`src/core/pps_params.svh`:
```
// Offsets, field positions and reset values for the peripheral input pin select block.
`ifndef PPS_PARAMS_SVH
`define PPS_PARAMS_SVH
`define PPS_SEL_W 6
`define PPS_PIN_LSB 0
`define PPS_PIN_W 3
`define PPS_PORT_LSB 3
`define PPS_PORT_W 3
`define PPS_PINS_PER_PORT 8
`define PPS_NUM_PORTS 6
`define PPS_PORT_PRESENT_ALL 6'h3f
`define PPS_SEL_BASE 8'h00
`define PPS_SEL_STRIDE 8'h04
`define PPS_LEVEL_OFS 8'h40
`define PPS_RSVD_OFS 8'h44
`define PPS_ADR_W 8
`define PPS_SEL_RST 6'h00
`endif

```
`src/core/pps_pkg.sv`:
```
// Types and shared decode for the peripheral input pin select block.
`include "pps_params.svh"
package pps_pkg;
  typedef logic [`PPS_SEL_W-1:0] pps_sel_t;
  typedef enum logic [1:0] {
    pps_bus_idle = 2'b00,
    pps_bus_ack = 2'b01
  } pps_bus_state_t;

  // A selection is usable only if its port code names a port that this variant has.
  function automatic logic pps_sel_ok(input pps_sel_t sel, input logic [`PPS_NUM_PORTS-1:0] present);
    logic [`PPS_PORT_W-1:0] port;
    logic ok;
    port = sel[`PPS_PORT_LSB +: `PPS_PORT_W];
    ok = 1'b0;
    if (port < 3'h6) begin
      ok = present[port];
    end
    return ok;
  endfunction
endpackage

```
`src/core/pps_route.sv`:
```
// Routes one selected port pin to one peripheral input.
`timescale 1ns/1ps
`include "pps_params.svh"
module pps_route
  import pps_pkg::*;
#(
  parameter int NUM_PORTS = `PPS_NUM_PORTS,
  parameter logic [`PPS_NUM_PORTS-1:0] PORT_PRESENT = `PPS_PORT_PRESENT_ALL
) (
  input wire logic i_clk,
  input wire logic i_srst,
  input wire pps_sel_t i_sel,
  input wire logic [NUM_PORTS*`PPS_PINS_PER_PORT-1:0] i_pins,
  output logic o_level,
  output logic o_reserved
);
  logic [5:0] flat_idx;
  logic next_level;
  logic ok;

  always_comb begin
    ok = pps_sel_ok(i_sel, PORT_PRESENT);
    flat_idx = i_sel[`PPS_PORT_LSB +: `PPS_PORT_W] * 6'd8 + {3'h0, i_sel[`PPS_PIN_LSB +: `PPS_PIN_W]};
    next_level = 1'b0;
    // Reserved or absent ports feed a steady zero rather than a floating index.
    if (ok && (flat_idx < 6'(NUM_PORTS * `PPS_PINS_PER_PORT))) begin
      next_level = i_pins[flat_idx];
    end
  end

  always_ff @(posedge i_clk) begin
    if (i_srst) begin
      o_level <= 1'b0;
      o_reserved <= 1'b0;
    end else begin
      o_level <= next_level;
      o_reserved <= ~ok;
    end
  end
endmodule

```
`src/core/pps_top.sv`:
```
// Peripheral input pin select: per-input selection registers on classic Wishbone and the pin routing.
//
// Overview of operation
// - One read/write selection register per peripheral input, six-bit field in low bits.
// - Field bits 5..3 pick the port, A through F; D..F only on some variants.
// - Field bits 2..0 pick the pin number within the selected port.
// - Bits 7 and 6 ignore writes and read as zero.
// - Power-on/brown-out reset loads each input's default; other resets keep the field.
`timescale 1ns/1ps
`include "pps_params.svh"
module pps_top
  import pps_pkg::*;
#(
  parameter int NUM_INPUTS = 8,
  parameter int NUM_PORTS = `PPS_NUM_PORTS,
  parameter logic [`PPS_NUM_PORTS-1:0] PORT_PRESENT = `PPS_PORT_PRESENT_ALL,
  parameter logic [NUM_INPUTS*`PPS_SEL_W-1:0] DEFAULT_SEL = '0
) (
  input wire logic i_clk,
  input wire logic i_srst,
  input wire logic i_other_rst,
  input wire logic i_wb_cyc,
  input wire logic i_wb_stb,
  input wire logic i_wb_we,
  input wire logic [`PPS_ADR_W-1:0] i_wb_adr,
  input wire logic [3:0] i_wb_sel,
  input wire logic [31:0] i_wb_dat,
  output logic [31:0] o_wb_dat,
  output logic o_wb_ack,
  input wire logic [NUM_PORTS*`PPS_PINS_PER_PORT-1:0] i_pins,
  output logic [NUM_INPUTS-1:0] o_periph_in
);
  pps_sel_t sel_reg [NUM_INPUTS];
  pps_bus_state_t bus_state;
  logic [NUM_PORTS*`PPS_PINS_PER_PORT-1:0] pins_meta;
  logic [NUM_PORTS*`PPS_PINS_PER_PORT-1:0] pins_sync;
  logic [NUM_INPUTS-1:0] reserved;
  logic [31:0] next_rdata;
  logic req;
  logic commit;

  // The write path and the read mux must agree on which address holds which selection.
  function automatic logic sel_hit(input logic [`PPS_ADR_W-1:0] adr, input int k);
    return adr == 8'(`PPS_SEL_BASE + k * `PPS_SEL_STRIDE);
  endfunction

  assign req = i_wb_cyc & i_wb_stb;
  // A write lands on the edge where the master sees ack, so each ack writes once; a held request is acked and writes again two cycles later.
  assign commit = req & i_wb_we & o_wb_ack & i_wb_sel[0];

  // Pins are asynchronous to the core clock, so two stages precede any routing logic.
  always_ff @(posedge i_clk) begin
    if (i_srst) begin
      pins_meta <= '0;
      pins_sync <= '0;
    end else begin
      pins_meta <= i_pins;
      pins_sync <= pins_meta;
    end
  end

  // Only the power-on/brown-out reset touches the selections; other resets leave them alone.
  always_ff @(posedge i_clk) begin
    if (i_srst) begin
      for (int k = 0; k < NUM_INPUTS; k++) begin
        sel_reg[k] <= DEFAULT_SEL[k*`PPS_SEL_W +: `PPS_SEL_W];
      end
    end else if (commit) begin
      for (int k = 0; k < NUM_INPUTS; k++) begin
        if (sel_hit(i_wb_adr, k)) begin
          sel_reg[k] <= i_wb_dat[`PPS_SEL_W-1:0];
        end
      end
    end
  end

  // Bus handshake restarts on any reset, unlike the selections.
  always_ff @(posedge i_clk) begin
    if (i_srst || i_other_rst) begin
      bus_state <= pps_bus_idle;
      o_wb_ack <= 1'b0;
    end else begin
      case (bus_state)
        pps_bus_idle: begin
          o_wb_ack <= req;
          if (req) begin
            bus_state <= pps_bus_ack;
          end
        end
        pps_bus_ack: begin
          o_wb_ack <= 1'b0;
          bus_state <= pps_bus_idle;
        end
        default: begin
          o_wb_ack <= 1'b0;
          bus_state <= pps_bus_idle;
        end
      endcase
    end
  end

  always_comb begin
    next_rdata = 32'h0;
    for (int k = 0; k < NUM_INPUTS; k++) begin
      if (sel_hit(i_wb_adr, k)) begin
        next_rdata = {26'h0, sel_reg[k]};
      end
    end
    if (i_wb_adr == `PPS_LEVEL_OFS) begin
      next_rdata = 32'(o_periph_in);
    end
    if (i_wb_adr == `PPS_RSVD_OFS) begin
      next_rdata = 32'(reserved);
    end
  end

  always_ff @(posedge i_clk) begin
    if (i_srst || i_other_rst) begin
      o_wb_dat <= 32'h0;
    end else if (bus_state == pps_bus_idle && req && !i_wb_we) begin
      o_wb_dat <= next_rdata;
    end
  end

  for (genvar g = 0; g < NUM_INPUTS; g++) begin : g_route
    pps_route #(
      .NUM_PORTS(NUM_PORTS),
      .PORT_PRESENT(PORT_PRESENT)
    ) u_route (
      .i_clk(i_clk),
      .i_srst(i_srst),
      .i_sel(sel_reg[g]),
      .i_pins(pins_sync),
      .o_level(o_periph_in[g]),
      .o_reserved(reserved[g])
    );
  end
endmodule

```
`config.mk`:
```
export PLATFORM = sky130hd
export DESIGN_NAME = pps_top
export DESIGN_NICKNAME = d
export VERILOG_FILES = /design/src/core/pps_pkg.sv /design/src/core/pps_route.sv /design/src/core/pps_top.sv
export VERILOG_INCLUDE_DIRS = /design/src /design/src/core
export SDC_FILE = /design/constraint.sdc
export NUM_CORES = 1
export LEC_CHECK = 0
export ABC_AREA = 1
export BUFFER_PORTS_ARGS = -buffer_cell sky130_fd_sc_hd__buf_2
export CAP_MARGIN = 25
export CORE_MARGIN = 2
export CORE_UTILIZATION = 35
export DETAILED_ROUTE_END_ITERATION = 7
export GPL_TIMING_DRIVEN = 0
export MAX_ROUTING_LAYER = met4
export PLACE_DENSITY_LB_ADDON = 0.12
export SLEW_MARGIN = 10
export SYNTH_ARGS = -nofsm -noshare
export SYNTH_HDL_FRONTEND = slang
export SYNTH_SLANG_ARGS = --single-unit
```
`constraint.sdc`:
```
create_clock -name i_clk -period 2.3 [get_ports i_clk]
set_clock_uncertainty 0.05 [all_clocks]
set_input_delay 0.345 -clock i_clk [delete_from_list [all_inputs] [get_ports i_clk]]
set_output_delay 0.345 -clock i_clk [all_outputs]
set_load 0.005 [all_outputs]
```
== After elaboration in Yosys (flattened, before gate mapping) ==
Memories as Yosys holds them, arrays and structs flattened.
Index checks and enable logic that the tools add are counted.

* Register bits after elaboration: 146
* Memory bits (writable): 48
* ROM bits: 64
* Input bits: 98
* Output and inout port bits: 41
* Logic and storage cells: 215
* Memories: 9

{| class="wikitable"
|+ Memories
! name !! depth !! bits a word !! rd ports !! clocked after memory_dff !! write ports !! line !! text
|-
| sel_reg || 8 || 6 || 8 || 0 || 8 || pps_top.sv:33 || <nowiki>pps_sel_t sel_reg [NUM_INPUTS];</nowiki>
|-
| (name not given) || 8 || 1 || 1 || 0 || 0 || pps_pkg.sv:17 || <nowiki>ok = present[port];</nowiki>
|-
| (name not given) || 8 || 1 || 1 || 0 || 0 || pps_pkg.sv:17 ||
|-
| (name not given) || 8 || 1 || 1 || 0 || 0 || pps_pkg.sv:17 ||
|-
| (name not given) || 8 || 1 || 1 || 0 || 0 || pps_pkg.sv:17 ||
|-
| (name not given) || 8 || 1 || 1 || 0 || 0 || pps_pkg.sv:17 ||
|-
| 3 more memories || n/a || n/a || n/a || n/a || n/a || n/a ||
|}

* Add/subtract/negate cells: 8
* Order comparisons: 32
* Eq/ne operators: 9
* Multiplexer cells: 84
* Bitwise operators: 29
* Reduce and logical (&&, ||, !) cells: 23

{| class="wikitable"
|+ Operators with widths
! kind !! number
|-
| 32-bit two-way mux || 9
|-
| 1-bit two-way mux || 58
|-
| 6-bit by 7-bit less-than comparator with 1-bit output, second input constant || 8
|-
| 6-bit two-way mux || 9
|-
| 6-bit by 3-bit adder with 6-bit output || 8
|-
| 1-bit binary-select mux with 6-bit select || 8
|-
| 6-bit less-than comparator, second input constant || 8
|-
| 8-bit by 5-bit == test with 1-bit output, second input constant || 4
|-
| 3-bit by 4-bit less-than comparator with 1-bit output, second input constant || 8
|-
| 3-bit less-than comparator, second input constant || 8
|-
| 2-bit OR reduction || 9
|-
| 1-bit NOT || 17
|-
| 8-bit by 4-bit == test with 1-bit output, second input constant || 2
|-
| 8-bit by 7-bit == test with 1-bit output, second input constant || 2
|-
| 1-bit logical AND || 10
|-
| 8-bit by 3-bit == test with 1-bit output, second input constant || 1
|-
| 8-bit logical NOT || 1
|-
| 1-bit OR || 8
|-
| 1-bit bitwise AND || 4
|-
| 2-bit logical NOT || 1
|-
| 1-bit logical NOT || 1
|-
| 1-bit logical OR || 1
|}

== Depth between registers and ports, before layout ==
Gate-level depths: netlist of the first run.

* Depth in word-level cells: 11
* Gate-level depth with buffers: 13
* Mapped depth without buffers: 13

== Hierarchy ==
A second synthesis of the first run with hierarchy kept.

* Cell total of the unflattened synthesis: 1561
* Area total of the unflattened synthesis: 10556.4 µm²

{| class="wikitable"
|+ Modules (own cells, without submodules)
! module !! times used !! cells an instance !! area an instance (µm²) !! sequential area each (µm²)
|-
| pps_top || 1 || 633 || 5661.7 || 3563.4
|-
| pps_route || 8 || 116 || 611.8 || 40.0
|}

== Worst setup path after synthesis of the first run ==
Ideal clock, no wire load.

* Path kind: input-to-reg
* From: input i_wb_adr[1]
* To: memory sel_reg[1][18] (netlist name), enable pin
* Setup time: 377 ps
* Arrival: 1379 ps
* Required time: 1873 ps
* Path slack: 494 ps
* Stages on the path: 5
* Buffers on the path: 0
* Cell sequence: nor2_4 > nand3_2 > nor2_2 > inv_1 > o21ai_0

{| class="wikitable"
|+ RTL lines
! item !! line !! text
|-
| start, declared || pps_top.sv:25 || <nowiki>input wire logic [`PPS_ADR_W-1:0] i_wb_adr,</nowiki>
|-
| end, declared || pps_top.sv:33 ||
|}

== Worst setup path in the final report of the first run ==
* From: register pins_sync[35]
* To: register g_route[5].u_route.o_level

* Word-level cells in the longest chain between the ends: 2

{| class="wikitable"
|+ Ends and longest elaborated chain
! item !! line !! text
|-
| start, declared || pps_top.sv:36 || <nowiki>logic [NUM_PORTS*`PPS_PINS_PER_PORT-1:0] pins_sync;</nowiki>
|-
| start signal, assigned || pps_top.sv:58 || <nowiki>pins_sync <= pins_meta;</nowiki>
|-
| 1-bit binary-select mux with 6-bit select || pps_route.sv:27 || <nowiki>next_level = i_pins[flat_idx];</nowiki>
|-
| 1-bit two-way mux (not written as such) || pps_route.sv:27 ||
|-
| end signal, assigned || pps_route.sv:36 || <nowiki>o_level <= next_level;</nowiki>
|-
| end, declared || pps_route.sv:14 || <nowiki>output logic o_level,</nowiki>
|}

No other way between the ends. The select of a mux whose other input is x is not followed.
A chain may end at the register's enable or synchronous reset.

==> results.toml, run 1 <==
[run_status]
run_status = "finished, final reports clean"

[clock_network]
ctsRootBufferMaster = "clkbuf_16"
cts_tree = "built"
clk-insertion-delay-late_ps = 440
clk_pin_slew_ps = 70
htreeDepth = 4
cts_resized = 0
clockBufferDepth = 2
numCtsBuffers = 17
clock_sinks = 170
postCtsHoldBufs = 0
postCtsSetupRepairBufs = 0

[pwr]
power_per_cell_area_nw_per_um2 = 665
internal_power_uw = 5310
power_frac_comb_pct = 13.7
swShare_pct = 28.5
vdd_ir_drop_max_v = 0.000428
p_leak_uw = 0.00489
power.share.clock_pct = 40.8
power.share.sequential_pct = 45.5
power_switching_uw = 2120

[synth]
ys_warn_count = 0
yosysSeqAreaShare_pct = 40.3
synth_top_area_share_pct = 25.4
synthesis.area_sq_um = 9630
syn_inst = 1381
synth.most_common_cell = "nor2_1"
synthTopCellsByArea = "dfxtp_1 25%, edfxtp_1 15%, nor2_1 11%"
ys.flop_type = "dfxtp_1"
avgSynthCellArea_sq_um = 6.97
ys_ff_latch = 170
synth_top_cell_by_area = "dfxtp_1"
synth_edf_count = 48
synth_common_cells = "290 x nor2_1, 198 x o21ai_0, 184 x inv_1"
yosysUniqueCellTypes = 33
synthArstFlopShare_pct = 0

[timing]
slew_headroom_pct = 32.9
drv_slew = 0
rsz0062_at_grt = "false"
setup_tns_ps = 0
worstMarginPinSlew_ps = 996
setup_slack_ps = 209
max_clock_freq_mhz = 478
min_period_ps = 2090
setup_viol = 0
finalCritPeriodShare_pct = 90.9
hold_viol = 0

[global_routing]
track_usage_pct = 27.2
grt_pass1_vias = 9339
grt_remaining_overflow = 0
grt_pass1_wl_um = 56600
antenna_found_initial = 0
grt_max_degree = 17

[drt]
wirelength_um = 37900
num_vias = 10200
drc = 0
drt_first_pass_iters = 6
post_drt_wl_per_cell_um = 20.3
first_iter_violations = 1238
postRouteAntennaNets = 0
vias_per_cell = 5.49

[floorplan]
die_height_um = 170
ios = 139
die_area_sq_um = 28900
core_area_sq_um = 27000
dieWidth_um = 170
num_rows = 60
start_util_pct = 35.7

[place]
place_ws_ps = -99.3
place_hpwl_um = 26500
gp_congestion = 0.989
portBuffers = 84

[worst_hold_path]
hp-class = "in -> reg"
hold-path-cell-count = 3

[cells_and_area]
fillCellCount = 2895
multi_input_area_sq_um = 4460
fin_nets = 1605
n_antenna_cell = 0
regArea_sq_um = 3880
area_growth_pct = 16.0
layout-drive-gt1-share_pct = 14.7

[worst_setup_path]
cp_max_fo = 8
worstPathRequired_ps = 2600
path_class = "reg -> reg"
ff2ff_path_depth = 7
start_kind = "flip-flop"
r2r_slack_ps = 210
endpoint = "g_route[5].u_route.o_level$_SDFF_PP0_"
r2r-end = "g_route[5].u_route.o_level$_SDFF_PP0_"
cp-end-kind = "flip-flop"
cp.arrival_ps = 2390
reg2reg_from = "pins_sync[35]$_SDFF_PP0_"
critPathLaunch = "pins_sync[35]$_SDFF_PP0_"

[run]
cap_violations = 0
-- critical path: stages, from the launching register on --
cell      delay (ps)
dfxtp_1          310
buf_1            610
nor2_1           110
o221ai_1         260
nand3_1          120
nand3_1          240
nand3_1          120
a21oi_1          180
-- through the flow --
stage	std cells	total power, uW	util, %	hold WS, ps	area (sq um)
2_1_floorplan	1404	4020	-	338	9720
3_3_place_gp	1829	4420	39.2	342	10600
3_5_place_dp	1829	4430	39.2	343	10600
4_1_cts	1861	7430	41.5	50.4	11200
5_1_grt	1861	7700	41.5	55.4	11200
6_report	1861	7430	41.5	49.2	11200
-- worst min-delay path by stage --
stage,from,endpoint,slack (ps)
final,i_pins[11],pins_meta[11]$_SDFF_PP0_,50
after global routing,i_pins[6],pins_meta[6]$_SDFF_PP0_,60
after CTS,i_pins[11],pins_meta[11]$_SDFF_PP0_,50
after detailed placement,pins_meta[20]$_SDFF_PP0_,pins_sync[20]$_SDFF_PP0_,340
after global placement,pins_meta[15]$_SDFF_PP0_,pins_sync[15]$_SDFF_PP0_,340
after floorplan,pins_meta[0]$_SDFF_PP0_,pins_sync[0]$_SDFF_PP0_,340
-- final cells by class --
| type | count | share of cell area [%] |
|---|---|---|
| Timing Repair Buffer | 84 | 3.76 |
| Buffer | 126 | 5.92 |
| Clock buffer | 21 | 4.31 |
| Tap cell | 341 | 3.82 |
| Clock inverter | 11 | 1.14 |
| Inverter | 190 | 6.38 |
| Multi-Input combinational cell | 918 | 39.9 |
| Sequential cell | 170 | 34.8 |
-- layout by cell type (no fill, tap or decap), drive strengths merged --
cell | netlist | final
o221ai | 45 | 45
o211ai | 31 | 31
conb | 1 | 24
o21ai | 206 | 206
nor2 | 302 | 302
o22ai | 12 | 12
or2 | 3 | 3
o31ai | 1 | 1
a21oi | 85 | 85
clkinv | 1 | 2
nand2 | 99 | 99
inv | 189 | 195
clkbuf | 46 | 67
clkinvlp | 0 | 2
buf | 80 | 164
nand4 | 6 | 6
dfxtp | 122 | 122
nand3b | 1 | 1
nor3 | 11 | 11
bufinv | 0 | 2
edfxtp | 48 | 48
nand3 | 92 | 92
-- cell families (layout without fill, tap and decap cells) --
kind of cell,count (synthesis),after routing,share of synthesized area [%]
AND/OR/NAND/NOR,514,514,22.7
AO/OA/AOI/OAI,380,380,22.6
buffers and inverters,316,432,14.3
flip-flops,170,170,40.3
other,1,24,0.0389
-- power groups by stage --
stage               Clock [uW]  Sequential [uW]  Combinational, uW
finish                    3030             3380               1020
global route              3190             3380               1130
CTS                       3070             3370                998
detailed placement           0             3430                994
global placement             0             3430                985
floorplan                    0             3340                675
-- routing by layer --
metal	global-route usage [%]	vias to the layer above	share of wire, %
met1	35.2	4717	41
met4	13.6	0	5.9
met2	39.8	595	42
li1	-	4764	-
met3	6.65	148	11
met5	-	-	0
(Power assumes the default switching activity.)
==> run 2, diff against run 1 <==
- CORE_UTILIZATION: 35 -> 59
- CTS_CLUSTER_DIAMETER: unset -> 40
- SYNTH_HIERARCHICAL: unset -> 1
==> results.toml, run 2 <==
[drt]
wirelength_um = 32900
first_iter_violations = 1125
vias_per_cell = 5.53
drt_first_pass_iters = 6
drc = 0
postRouteAntennaNets = 0
post_drt_wl_per_cell_um = 17.1
num_vias = 10600

[worst_setup_path]
worstPathRequired_ps = 2300
cp_max_fo = 24
r2r-end = "g_route[6].u_route/o_level$_SDFF_PP0_"
r2r_slack_ps = 540
reg2reg_from = "pins_sync[21]$_SDFF_PP0_"
cp-end-kind = "flip-flop"
path_class = "in -> reg"
start_kind = "primary input"
ff2ff_path_depth = 8
cp.arrival_ps = 1830

[timing]
max_clock_freq_mhz = 546
min_period_ps = 1830
finalCritPeriodShare_pct = 79.6
slew_headroom_pct = 31.7
setup_viol = 0
setup_slack_ps = 469
hold_viol = 0
hold_ws_ps = 43.8
worstMarginPinSlew_ps = 1010
drv_slew = 0
rsz0062_at_grt = "false"

[clock_network]
htreeDepth = 4
postCtsSetupRepairBufs = 0
clock_sinks = 170
cts_tree = "built"
numCtsBuffers = 17
clockBufferDepth = 2
clk-insertion-delay-late_ps = 450
ctsRootBufferMaster = "clkbuf_16"
clk_pin_slew_ps = 80

[global_routing]
grt_max_degree = 25
grt_remaining_overflow = 0
track_usage_pct = 36.7
grt_pass1_wl_um = 50600
grt_pass1_vias = 9569
antenna_found_initial = 0

[synth]
synth.most_common_cell = "nand2_1"
yosysSeqAreaShare_pct = 36.8
ys_warn_count = 6
synthTopCellsByArea = "dfxtp_1 23%, nand2_1 15%, edfxtp_1 14%"
ys.flop_type = "dfxtp_1"
synth_common_cells = "425 x nand2_1, 250 x nor2_1, 228 x nand3_1"
avgSynthCellArea_sq_um = 6.76
yosysUniqueCellTypes = 33
synthArstFlopShare_pct = 0
synth_top_area_share_pct = 23.1
synthesis.area_sq_um = 10600
ys_ff_latch = 170
synth_edf_count = 48
syn_inst = 1561
synth_top_cell_by_area = "dfxtp_1"

[place]
gp_congestion = 0.975
place_ws_ps = -546
place_hpwl_um = 23900
portBuffers = 85

[cells_and_area]
final_cell_mix = "425 x nand2_1, 250 x nor2_1, 228 x nand3_1"
layout-drive-gt1-share_pct = 15.2
n_antenna_cell = 0
fin_nets = 1785
area_growth_pct = 13.2
layout_commonest_cell = "nand2_1"

[floorplan]
core_area_sq_um = 17400
start_util_pct = 60.6
dieWidth_um = 138
die_height_um = 138
num_rows = 48
die_area_sq_um = 19000
ios = 139

[worst_hold_path]
hold-path-cell-count = 3
worstHoldStart = "i_pins[47]"
min_to = "pins_meta[47]$_SDFF_PP0_"
hp-class = "in -> reg"

[pwr]
vdd_ir_drop_max_v = 0.000646
power_per_cell_area_nw_per_um2 = 619
p_leak_uw = 0.00561
power.total_uw = 7390

[run_status]
run_status = "finished, final reports clean"

[run]
cap_violations = 0
run 2: power by group:
group,internal (uW),switching (uW)
clock,1480,1440
combinational,423,631
sequential,3210,214
run 2: critical path: stages:
cell	delay, ps
buf_2	290
inv_1	230
clkbuf_1	430
o21ai_0	520
run 2: worst max path at each step:
stage | startpoint | endpoint | slack (ps) | cells after the start
3_3_place_gp | i_srst | sel_reg[1][14]$_DFFE_PP_ | -520 | 5
4_1_cts | i_srst | sel_reg[1][17]$_DFFE_PP_ | 510 | 4
2_1_floorplan | i_wb_adr[0] | sel_reg[1][12]$_DFFE_PP_ | 660 | 5
3_5_place_dp | i_srst | sel_reg[1][14]$_DFFE_PP_ | -550 | 5
6_report | i_srst | sel_reg[1][17]$_DFFE_PP_ | 470 | 4
5_1_grt | i_srst | sel_reg[1][17]$_DFFE_PP_ | 390 | 4
run 2: area by class of cell:
| class | count | area [sq um] |
|---|---|---|
| Buffer | 92 | 857 |
| Clock buffer | 18 | 429 |
| Clock inverter | 14 | 170 |
| Fill cell | 1520 | 5470 |
| Inverter | 194 | 793 |
| Multi-Input combinational cell | 1127 | 5100 |
| Sequential cell | 170 | 3880 |
| Tap cell | 225 | 282 |
| Timing Repair Buffer | 85 | 425 |
run 2: metal layers:
metal | share of wire (%) | vias to the layer above | GRT usage [%]
met5 | 0 | - | -
met3 | 11 | 123 | 7.91
li1 | - | 5164 | -
met4 | 5.1 | 0 | 18.7
met1 | 39 | 4745 | 46.3
met2 | 44 | 611 | 55.7
run 2: cells by family after synthesis:
kind of cell | synth area share, %
other | 0.0355
buffers and inverters | 15.7
DFF | 36.8
AOI/OAI and AO/OA | 7.63
and+or+nand+nor | 39.9
run 2: per-stage QoR:
step	instances	setup TNS, ps	util (%)	cell area, sq um
after global routing	1925	0	68.6	11900
after global placement	1894	-33590	65.2	11300
after detailed placement	1894	-34960	65.2	11300
final	1925	0	68.6	11900
after floorplan	1584	0	-	10600
after CTS	1925	0	68.6	11900
run 2: timing repair:
| item | CTS | global route |
|---|---|---|
| gates resized for setup | 0 | 0 |
| setup endpoints to repair | 6 | 0 |
| endpoints found under the hold margin | 0 | 0 |
| hold buffers | 0 | 0 |
==> run 3, diff against run 2 <==
- ABC_AREA: 1 -> 0
- CORE_UTILIZATION: 59 -> 58
- clock period: 2.3 -> 1.7 ns (I/O delays scaled with it)
==> results.toml, run 3 <==
[run_status]
run_status = "finished with violations"
violations = "negative setup slack"

[synth]
ys_ff_latch = 170
yosysUniqueCellTypes = 52
avgSynthCellArea_sq_um = 12.9
syn_inst = 762
synthArstFlopShare_pct = 0
synthTopCellsByArea = "dfxtp_1 25%, mux4_1 15%, edfxtp_1 15%"
synth_top_area_share_pct = 24.9
synth.most_common_cell = "dfxtp_1"
ys.flop_type = "dfxtp_1"
ys_warn_count = 6
synth_edf_count = 48
yosysSeqAreaShare_pct = 39.5
synth_common_cells = "122 x dfxtp_1, 97 x nor2b_1, 83 x mux2i_1"
synthesis.area_sq_um = 9820
synth_top_cell_by_area = "dfxtp_1"

[pwr]
power_per_cell_area_nw_per_um2 = 839
internal_power_uw = 7400
power_frac_comb_pct = 13.7
power.total_uw = 9900
power.share.sequential_pct = 46.1
power_switching_uw = 2500
power.share.clock_pct = 40.2
vdd_ir_drop_max_v = 0.000909
swShare_pct = 25.3
p_leak_uw = 0.00475

[clock_network]
ctsRootBufferMaster = "clkbuf_16"
numCtsBuffers = 17
clockBufferDepth = 2
clk_pin_slew_ps = 70
clk-insertion-delay-late_ps = 430
clock_sinks = 170
cts_tree = "built"
htreeDepth = 4

[global_routing]
grt_max_degree = 28
grt_pass1_vias = 7028
grt_pass1_wl_um = 40800
antenna_found_initial = 0
track_usage_pct = 31.7
grt_remaining_overflow = 0

[floorplan]
die_area_sq_um = 18000
num_rows = 47
dieWidth_um = 134
ios = 139
start_util_pct = 59.2
die_height_um = 134
core_area_sq_um = 16600

[timing]
hold_viol = 0
min_period_ps = 2160
setup_viol = 9
slew_headroom_pct = 49.7
rsz0062_at_grt = "true"
max_clock_freq_mhz = 464
worstMarginPinSlew_ps = 753
drv_slew = 0
setup_slack_ps = -456
finalCritPeriodShare_pct = 127

[worst_setup_path]
cpMaxStageDelayCell = "mux4_2"
crit_top_cell = "mux4_2"
cp.arrival_ps = 2420
cp_max_fo = 7
path_buf_inv = 1
start_kind = "flip-flop"
worstPathRequired_ps = 1960
path_class = "reg -> reg"
max_stage_delay_ps = 520
cpLargestDelayFamily = "multiplexers"
cp-end-kind = "flip-flop"
path_cells = "buf_12, mux4_2, mux4_2, nor4bb_1, a41o_1"

[cells_and_area]
layout_commonest_cell = "dfxtp_1"
final_cell_mix = "122 x dfxtp_1, 97 x nor2b_1, 87 x buf_2"
regArea_sq_um = 3880
area_growth_pct = 20.2
stdcell_count = 1176
fin_nets = 1041
layout-drive-gt1-share_pct = 32.1
fillCellCount = 1173
post-route-util_pct = 71.2
multi_input_area_sq_um = 5310
n_antenna_cell = 0

[drt]
first_iter_violations = 770
post_drt_wl_per_cell_um = 23.0
num_vias = 7287
postRouteAntennaNets = 0
drc = 0
vias_per_cell = 6.20
drt_first_pass_iters = 5
wirelength_um = 27100

[place]
gp_congestion = 0.906
portBuffers = 85
place_hpwl_um = 19300
place_inst = 1090

[worst_hold_path]
hp-class = "in -> reg"

[run]
cap_violations = 0
-- run 3: changes by cell type in the layout (fill, tap and decap cells not counted), sizes merged, moves of 94 or more --
cell	previous run	this run
nand3	253	10
mux4	0	94
nand2	431	27
nor2b	0	97
inv	202	15
nor2	261	55
-- run 3: logic make-up (layout without fill, tap and decap cells) --
| group | after synthesis | in the layout | synth area share, % |
|---|---|---|---|
| muxes | 180 | 180 | 32.5 |
| DFF | 170 | 170 | 39.5 |
| buffers and inverters | 86 | 257 | 7.69 |
| and+or+nand+nor | 263 | 263 | 15.5 |
| AOI/OAI and AO/OA | 62 | 62 | 4.71 |
| other | 1 | 24 | 0.0382 |
-- run 3: path summary, 6_finish.rpt --
path | startpoint | endpoint | slack [ps] | cells past startpoint
worst min register to register | pins_meta[42]$_SDFF_PP0_ | pins_sync[42]$_SDFF_PP0_ | 380 | 1
worst max register to register | sel_reg[1][6]$_SDFFCE_PN0P_ | g_route[5].u_route/o_level$_SDFF_PP0_ | -460 | 5
worst min-delay path | i_pins[8] | pins_meta[8]$_SDFF_PP0_ | 4 | 2
worst max-delay path | sel_reg[1][6]$_SDFFCE_PN0P_ | g_route[5].u_route/o_level$_SDFF_PP0_ | -460 | 5
-- run 3: repair_timing --
item,in CTS,in global routing
hold buffers,33,2
cloned,0,0
endpoints found under the hold margin,33,2
resized for setup,33,15
endpoints found under the setup margin,81,70
pin swaps,4,5
buffers inserted,17,2
-- run 3: metrics by stage --
stage | instance area, sq um | setup TNS, ps | hold slack (ps) | setup slack [ps]
2_1_floorplan | 9860 | -2020 | 333 | -206
3_3_place_gp | 10600 | -82310 | 369 | -814
3_5_place_dp | 10600 | -89160 | 371 | -845
4_1_cts | 11700 | -3410 | 0.381 | -417
5_1_grt | 11800 | -3980 | -0.780 | -492
6_report | 11800 | -3520 | 3.99 | -456
-- run 3: power by group through the flow --
stage | clock (uW) | sequential (uW) | combinational [uW]
2_1_floorplan | 0 | 4550 | 875
3_3_place_gp | 0 | 4630 | 1180
3_5_place_dp | 0 | 4640 | 1210
4_1_cts | 4030 | 4560 | 1320
5_1_grt | 4200 | 4580 | 1440
6_report | 3980 | 4570 | 1360
-- run 3: per-layer routing --
layer | vias to the layer above | part of all wire, % | track usage [%]
met5 | - | 0 | -
li1 | 3223 | - | -
met2 | 413 | 50 | 52.0
met4 | 0 | 2.9 | 9.18
met1 | 3590 | 40 | 40.7
met3 | 61 | 7.9 | 5.93
-- run 3: final cells by class --
class                           instances  area share, %
Sequential cell                       170           32.9
Timing Repair Buffer                  139           7.83
Buffer                                 79           6.63
Multi-Input combinational cell        529           45.0
Clock buffer                           19           3.85
Tap cell                              220           2.33
Clock inverter                         13           1.29
Inverter                                7          0.223
